===== src/crr_pkg.sv =====
// constants for the core return instruction decoder
// Contract
// - interrupt return pops stack into program counter
// - interrupt return sets global irq enable, two cycles
// - literal return loads immediate into accumulator
// - literal return reloads pc from stack, two cycles
// - plain return pops stack, keeps accumulator, enable
package crr_pkg;
  localparam int unsigned OPC_W = 14;
  localparam int unsigned LIT_W = 8;
  localparam int unsigned IRQ_EN_BIT = 7;
  localparam logic [13:0] OPC_RET_IRQ = 14'h0009;
  localparam logic [13:0] OPC_RET_SUB = 14'h0008;
  localparam logic [3:0] OPC_RET_LIT_HI = 4'hd;
  localparam int unsigned RET_CYCLES = 2;
  typedef enum logic [1:0] {
    CRR_KIND_NONE = 2'b00,
    CRR_KIND_IRQ = 2'b01,
    CRR_KIND_LIT = 2'b10,
    CRR_KIND_SUB = 2'b11
  } crr_kind_e;
  typedef enum logic [0:0] {
    CRR_ST_IDLE = 1'b0,
    CRR_ST_FLUSH = 1'b1
  } crr_state_e;
  function automatic crr_kind_e crr_decode(input logic [13:0] opc);
    crr_kind_e k;
    k = CRR_KIND_NONE;
    if (opc == OPC_RET_IRQ) begin
      k = CRR_KIND_IRQ;
    end else if (opc == OPC_RET_SUB) begin
      k = CRR_KIND_SUB;
    end else if (opc[13:10] == OPC_RET_LIT_HI) begin
      k = CRR_KIND_LIT;
    end
    return k;
  endfunction : crr_decode
endpackage : crr_pkg


===== src/crr_if.sv =====
// decode result carried from decoder to sequencer
`timescale 1ns/1ps
interface crr_if;
  logic hit;
  crr_pkg::crr_kind_e kind;
  logic [7:0] lit;
  modport dec (output hit, output kind, output lit);
  modport seq (input hit, input kind, input lit);
endinterface : crr_if


===== src/crr_return_unit.sv =====
// return instruction execution sequencer
`timescale 1ns/1ps
module crr_return_unit
  import crr_pkg::*;
#(
  // instruction length in cycles
  parameter int unsigned RET_LEN = RET_CYCLES,
  // literal field width
  parameter int unsigned LIT_BITS = LIT_W
)
(
  // clock and reset
  input wire logic clock_in,
  input wire logic srst_in,
  // instruction fetch
  input wire logic [13:0] opcode_in,
  input wire logic opcode_valid_in,
  // call stack
  input wire logic [12:0] stack_top_entry_in,
  // interrupt control register
  input wire logic [7:0] interrupt_control_reg_in,
  // outputs
  output logic stack_pop_out,
  output logic pc_load_out,
  output logic [12:0] pc_value_out,
  output logic acc_we_out,
  output logic [7:0] acc_value_out,
  output logic irq_ctrl_we_out,
  output logic [7:0] irq_ctrl_value_out,
  output logic status_we_out,
  output logic flush_out,
  output logic busy_out
);
  crr_if dif ();
  crr_decoder u_dec (
    .opcode_in(opcode_in),
    .valid_in(opcode_valid_in),
    .dec(dif.dec)
  );

  // the sequencer serves only two cycle returns with byte literals
  if (RET_LEN != RET_CYCLES || LIT_BITS != LIT_W) begin : g_bad_cfg
    $error("return unit supports only two cycle returns, byte literals");
  end

  // interrupt control value with the global enable forced on
  function automatic logic [7:0] set_irq_en(input logic [7:0] ctrl);
    logic [7:0] r;
    r = ctrl;
    r[IRQ_EN_BIT] = 1'b1;
    return r;
  endfunction : set_irq_en

  // control group: sequencer state and one-cycle pulses
  crr_state_e state_q, state_d;
  logic pop_q, pop_d, pcl_q, pcl_d, accw_q, accw_d, icw_q, icw_d;
  logic stw_q, stw_d;
  logic take;

  // a return is taken only while none is in flight
  assign take = (state_q == CRR_ST_IDLE) && dif.hit;

  always_comb begin
    state_d = state_q;
    pop_d = 1'b0;
    pcl_d = 1'b0;
    accw_d = 1'b0;
    icw_d = 1'b0;
    stw_d = 1'b0;
    unique case (state_q)
      CRR_ST_IDLE: begin
        if (take) begin
          pop_d = 1'b1;
          pcl_d = 1'b1;
          state_d = CRR_ST_FLUSH;
          icw_d = (dif.kind == CRR_KIND_IRQ);
          accw_d = (dif.kind == CRR_KIND_LIT);
        end
      end
      CRR_ST_FLUSH: begin
        state_d = CRR_ST_IDLE;
      end
    endcase
  end

  always_ff @(posedge clock_in) begin
    if (srst_in) begin
      state_q <= CRR_ST_IDLE;
      pop_q <= 1'b0;
      pcl_q <= 1'b0;
      accw_q <= 1'b0;
      icw_q <= 1'b0;
      stw_q <= 1'b0;
    end else begin
      state_q <= state_d;
      pop_q <= pop_d;
      pcl_q <= pcl_d;
      accw_q <= accw_d;
      icw_q <= icw_d;
      stw_q <= stw_d;
    end
  end

  // data group: values for the pc, accumulator and control register
  logic [12:0] pc_q, pc_d;
  logic [7:0] acc_q, acc_d, ic_q, ic_d;

  always_comb begin
    pc_d = pc_q;
    acc_d = acc_q;
    ic_d = ic_q;
    if (take) begin
      pc_d = stack_top_entry_in;
      if (dif.kind == CRR_KIND_IRQ) begin
        ic_d = set_irq_en(interrupt_control_reg_in);
      end
      if (dif.kind == CRR_KIND_LIT) begin
        acc_d = dif.lit;
      end
    end
  end

  always_ff @(posedge clock_in) begin
    if (srst_in) begin
      pc_q <= 13'h0000;
      acc_q <= 8'h00;
      ic_q <= 8'h00;
    end else begin
      pc_q <= pc_d;
      acc_q <= acc_d;
      ic_q <= ic_d;
    end
  end

  assign stack_pop_out = pop_q;
  assign pc_load_out = pcl_q;
  assign pc_value_out = pc_q;
  assign acc_we_out = accw_q;
  assign acc_value_out = acc_q;
  assign irq_ctrl_we_out = icw_q;
  assign irq_ctrl_value_out = ic_q;
  assign status_we_out = stw_q;
  assign flush_out = pop_q;
  assign busy_out = state_q == CRR_ST_FLUSH;

  chk_irq_ret_pop: assert property (
    @(posedge clock_in) disable iff (srst_in)
    take && dif.kind == CRR_KIND_IRQ
    |=> stack_pop_out && pc_load_out
    && pc_value_out == $past(stack_top_entry_in))
    else $error("interrupt return did not pop stack into pc");
  chk_irq_en_set: assert property (
    @(posedge clock_in) disable iff (srst_in)
    take && dif.kind == CRR_KIND_IRQ
    |=> irq_ctrl_we_out && irq_ctrl_value_out[IRQ_EN_BIT])
    else $error("interrupt return did not set global enable");
  chk_two_cycle_op: assert property (
    @(posedge clock_in) disable iff (srst_in)
    take
    |=> busy_out ##1 !busy_out)
    else $error("return did not take two cycles");
  chk_lit_to_acc: assert property (
    @(posedge clock_in) disable iff (srst_in)
    take && dif.kind == CRR_KIND_LIT
    |=> acc_we_out && acc_value_out == $past(opcode_in[7:0]))
    else $error("literal return did not load accumulator");
  chk_lit_pc_load: assert property (
    @(posedge clock_in) disable iff (srst_in)
    take && dif.kind == CRR_KIND_LIT
    |=> pc_load_out && pc_value_out == $past(stack_top_entry_in))
    else $error("literal return did not reload pc");
  chk_sub_keeps: assert property (
    @(posedge clock_in) disable iff (srst_in)
    take && dif.kind == CRR_KIND_SUB
    |=> pc_load_out && !acc_we_out && !irq_ctrl_we_out)
    else $error("plain return touched accumulator or enable");
  chk_no_status: assert property (
    @(posedge clock_in) disable iff (srst_in)
    pc_load_out |-> !status_we_out)
    else $error("return wrote status flags");
  chk_pop_single: assert property (
    @(posedge clock_in) disable iff (srst_in)
    stack_pop_out |=> !stack_pop_out)
    else $error("stack popped twice for one return");
  chk_busy_refuse: assert property (
    @(posedge clock_in) disable iff (srst_in)
    busy_out && opcode_valid_in
    |=> !stack_pop_out && !pc_load_out)
    else $error("return taken while another was in flight");
  chk_other_ignored: assert property (
    @(posedge clock_in) disable iff (srst_in)
    state_q == CRR_ST_IDLE && !dif.hit
    |=> !stack_pop_out && !busy_out)
    else $error("non-return word started a return");
  chk_sub_pc_value: assert property (
    @(posedge clock_in) disable iff (srst_in)
    take && dif.kind == CRR_KIND_SUB
    |=> pc_value_out == $past(stack_top_entry_in))
    else $error("plain return did not load stack top into pc");
  chk_sub_vals_kept: assert property (
    @(posedge clock_in) disable iff (srst_in)
    take && dif.kind == CRR_KIND_SUB
    |=> $stable(acc_value_out) && $stable(irq_ctrl_value_out))
    else $error("plain return changed accumulator or control value");
  chk_irq_acc_kept: assert property (
    @(posedge clock_in) disable iff (srst_in)
    take && dif.kind == CRR_KIND_IRQ
    |=> !acc_we_out && $stable(acc_value_out))
    else $error("interrupt return changed accumulator");
  chk_irq_low_kept: assert property (
    @(posedge clock_in) disable iff (srst_in)
    take && dif.kind == CRR_KIND_IRQ
    |=> irq_ctrl_value_out[IRQ_EN_BIT-1:0]
    == $past(interrupt_control_reg_in[IRQ_EN_BIT-1:0]))
    else $error("interrupt return altered other control bits");
  chk_lit_ctrl_kept: assert property (
    @(posedge clock_in) disable iff (srst_in)
    take && dif.kind == CRR_KIND_LIT
    |=> !irq_ctrl_we_out && $stable(irq_ctrl_value_out))
    else $error("literal return touched interrupt control");
  chk_values_hold: assert property (
    @(posedge clock_in) disable iff (srst_in)
    !take
    |=> $stable(pc_value_out) && $stable(acc_value_out)
    && $stable(irq_ctrl_value_out))
    else $error("value outputs changed without a return");
  chk_pop_busy: assert property (
    @(posedge clock_in) disable iff (srst_in)
    stack_pop_out |-> busy_out && flush_out)
    else $error("pop without flush and busy");
endmodule : crr_return_unit


===== src/crr_decoder.sv =====
// combinational opcode decoder for the return instructions
`timescale 1ns/1ps
module crr_decoder
  import crr_pkg::*;
(
  // fetched word
  input wire logic [13:0] opcode_in,
  input wire logic valid_in,
  // decode result
  crr_if.dec dec
);
  crr_kind_e kind;
  always_comb begin
    kind = crr_decode(opcode_in);
    dec.kind = kind;
    dec.hit = valid_in && (kind != CRR_KIND_NONE);
    dec.lit = opcode_in[7:0];
  end
endmodule : crr_decoder


===== config.mk =====
export PLATFORM = sky130hd
export DESIGN_NAME = crr_return_unit
export DESIGN_NICKNAME = d
export VERILOG_FILES = /design/src/crr_pkg.sv /design/src/crr_if.sv /design/src/crr_return_unit.sv /design/src/crr_decoder.sv
export SDC_FILE = /design/constraint.sdc
export NUM_CORES = 1
export LEC_CHECK = 0
export ABC_AREA = 1
export CORE_MARGIN = 2
export CORE_UTILIZATION = 37
export DETAILED_ROUTE_END_ITERATION = 12
export DONT_BUFFER_PORTS = 1
export PLACE_DENSITY_LB_ADDON = 0.12
export REMOVE_ABC_BUFFERS = 1
export SETUP_SLACK_MARGIN = 0.15
export SYNTH_ARGS = -nofsm -noshare
export SYNTH_HDL_FRONTEND = slang
export SYNTH_HIERARCHICAL = 1
export SYNTH_SLANG_ARGS = --single-unit

===== constraint.sdc =====
create_clock -name clock_in -period 1.5 [get_ports clock_in]
set_input_delay 0.3 -clock clock_in [delete_from_list [all_inputs] [get_ports clock_in]]
set_output_delay 0.3 -clock clock_in [all_outputs]
set_load 0.01 [all_outputs]

==> summary.md <==
| Metric | Value |
|---|---|
| Clock Power Share | 36.8% |
| DPL Wire Length | 2330 microns |
| Die X | 66.7 microns |
| Syn avg cell area | 6.99 sq um |
| Footprint of the multi-input gates | 696 sq um |
| IO Pins | 74 |
| Worst stage delay on the critical path | 0.22 ns |
| Endpoint class of the critical path | flop |
| Routed Antenna Nets | 0 |
| Pint | 0.00120 W |
| DR WL/cell | 12.9 microns |
| Setup Skew | 0.00659 ns |
| Initial core utilization | 39.1% |
| Worst Path Arrival | 1.54 ns |
| Routed WL | 3330 microns |
| Sequential Area | 641 sq um |
| Worst-path cell chain | or2_1, nor2_2, nand2_1, nand3_2, nand2_1, inv_2, inv_2, nor2_4, buf_12, clkbuf_16, nand3_1, nand2_1, nor2_1 |
| Sw Share | 21.9% |
| Cell mode on critical path | nand2_1 |
| Pin count of the biggest net entering global routing | 29 |
| Row count | 22 |
| Crit share post-route | 91.5% |
| Startpoint types | primary input |
| Min Hold Slack | 0.0969 ns |
| Hold_buf cts | 0 |
| Grt total ovfl | 0 |
| Mapped Cells | 208 |
| Final Setup Violations | 0 |
| Peak VDD IR | 0.355 mV |
| Tot GR Track Use | 15.3% |
| Comb pwr share | 6.5% |
| Ys async rst share | 0% |
| Fin crit period | 1.37 ns |
| Nets@finish | 249 |
| Finished layout cell area | 1740 sq um |
| Clock Latency Late Sink | 0.27 ns |
| Top cell type's share of synthesized area | 44.1% |
| Die area | 4450 sq um |
| Required time of the worst setup path | 1.67 ns |
| Post-synthesis sequential area ratio | 44.1% |
| Critical path's slowest cell | or2_1 |
| Critical Path Fanout Max | 6 |
| Synth top area cells | dfxtp_1 44%, nor2_1 18%, nand2_1 6.5% |
| Layout cells sized above 1 | 25.4% |
| H-tree depth | 2 |
| Hold WC Path Type | primary input to flop |
| Initial DRC Count | 70 |
| Status | completed |
| Leakage | 0.724 nW |
| Mapped Area | 1450 sq um |
| IO Port Bufs | 0 |
| Synth area leader | dfxtp_1 |
| Reg power frac | 56.7% |
| Commonest cells in the netlist | 68 x nor2_1, 32 x dfxtp_1, 25 x nand2_1 |
| EDFF count, synth | 0 |
| Fillcell total | 388 |
| Final hold violations | 0 |
| TritonCTS clock tree | done |
| Synthesized flop and latch total | 32 |
| Via count | 1,217 |
| Dpl cell area | 1500 sq um |
| Antenna cells | 0 |
| Initial antenna violation count | 0 |
| FF-to-FF path depth | 6 |
| Clock Pin Slew Worst Setup and Hold Paths | 0.06 ns |
| PwrDens | 881 nW/um^2 |
| Post-route DRC | 0 |
| CP Class | primary input to flop |
| CTS buffer count | 5 |
| Vias in the first global route | 1,176 |
| Synth Flop Type | dfxtp_1 |
| Final core utilization | 46.8% |
| Total power draw | 0.00153 W |
| Synth warn | 6 |
| Worst Hold Depth | 1 |
| Max Cap Violations | 0 |
| Count of cell types in the netlist | 20 |
| GP Congestion | 0.700 |
| Max-slew violations | 0 |
| Clock root buffer | clkbuf_8 |
| First-pass GRT wire length | 5000 microns |
| Area grow syn2layout | 19.5% |
| Clock Path Buffers | 2 |
| Unrepaired setup endpoints after global routing | true |
| 1st-pass router iterations | 4 |
| Max frequency | 728 MHz |
| CORE AREA | 3720 sq um |
| Die H | 66.7 microns |
| CTS Sinks | 32 |
| Sw power | 0.000335 W |
| Via density | 4.74 |
| Most instantiated library cell after synthesis | nor2_1 |
[metal layers]
metal	up-vias	global-route usage [%]	wire, microns
li1	618	-	-
met1	544	17.5	1350
met2	50	25.8	1650
met3	5	4.39	268
met4	0	7.65	52
met5	-	0	0
[sequential cells by signal, summed over array words and instances (netlist names)]
signal and flops:
irq_ctrl_value_out 8, busy_out 1, acc_we_out 1, pc_value_out 13, irq_ctrl_we_out 1, acc_value_out 8
[timing repair]
| item | CTS | global route |
|---|---|---|
| buffers inserted | 0 | 1 |
| endpoints found under the setup margin | 12 | 28 |
| gates cloned | 0 | 2 |
| pin swaps | 0 | 18 |
| resized for setup | 2 | 24 |
[layout make-up]
cell class | instances | area share (%)
multi-input combinational | 135 | 40.0
timing repair buffer | 13 | 10.5
clock buffer | 5 | 3.96
tap | 48 | 3.46
inverter | 24 | 5.18
sequential | 32 | 36.9
[stage by stage]
step | worst slack (ns) | std cells | TNS [ns]
final | 0.127 | 257 | 0
after global routing | 0.0453 | 257 | 0
after CTS | 0.131 | 254 | 0
after detailed placement | -0.194 | 249 | -2.97
after global placement | -0.131 | 249 | -2.17
after floorplan | -0.161 | 191 | -3.12
[kinds of logic (layout without fill, tap and decap cells)]
family                 Yosys count  after routing  share of synthesized area (%)
buffers and inverters           41             42                           15.0
AO/OA/AOI/OAI                   13             13                           4.47
flip-flops                      32             32                           44.1
AND/OR/NAND/NOR                121            121                           36.2
other                            1              1                          0.258
[worst max-delay path: cells and delay by family]
kind	cells	cell delay, ns
buffers and inverters	4	0.40
AND/OR/NAND/NOR	9	0.83
[final timing paths]
kind / from / end / slack [ns]
min reg2reg: irq_ctrl_value_out[6] / irq_ctrl_value_out[6] / 0.53
min: srst_in / busy_out / 0.1
max reg2reg: busy_out / acc_value_out[4] / 0.48
max: opcode_in[9] / acc_value_out[4] / 0.13
[cells in the final DEF (no fill, tap or decap), drive strengths merged]
cell type	instances
buf	11
clkbuf	7
conb	1
dfxtp	32
inv	24
nand2	27
nand3	16
nand4	1
nor2	74
nor3	2
o21ai	13
or2	1
[power by group through the flow]
stage / clock network [W] / logic [W] / registers (W)
2_1_floorplan: 0 / 0.0000601 / 0.000886
3_3_place_gp: 0 / 0.0000797 / 0.000886
3_5_place_dp: 0 / 0.0000822 / 0.000887
4_1_cts: 0.000586 / 0.0000836 / 0.000868
5_1_grt: 0.000627 / 0.000115 / 0.000869
6_report: 0.000563 / 0.0000998 / 0.000869
(Power assumes the default switching activity.)
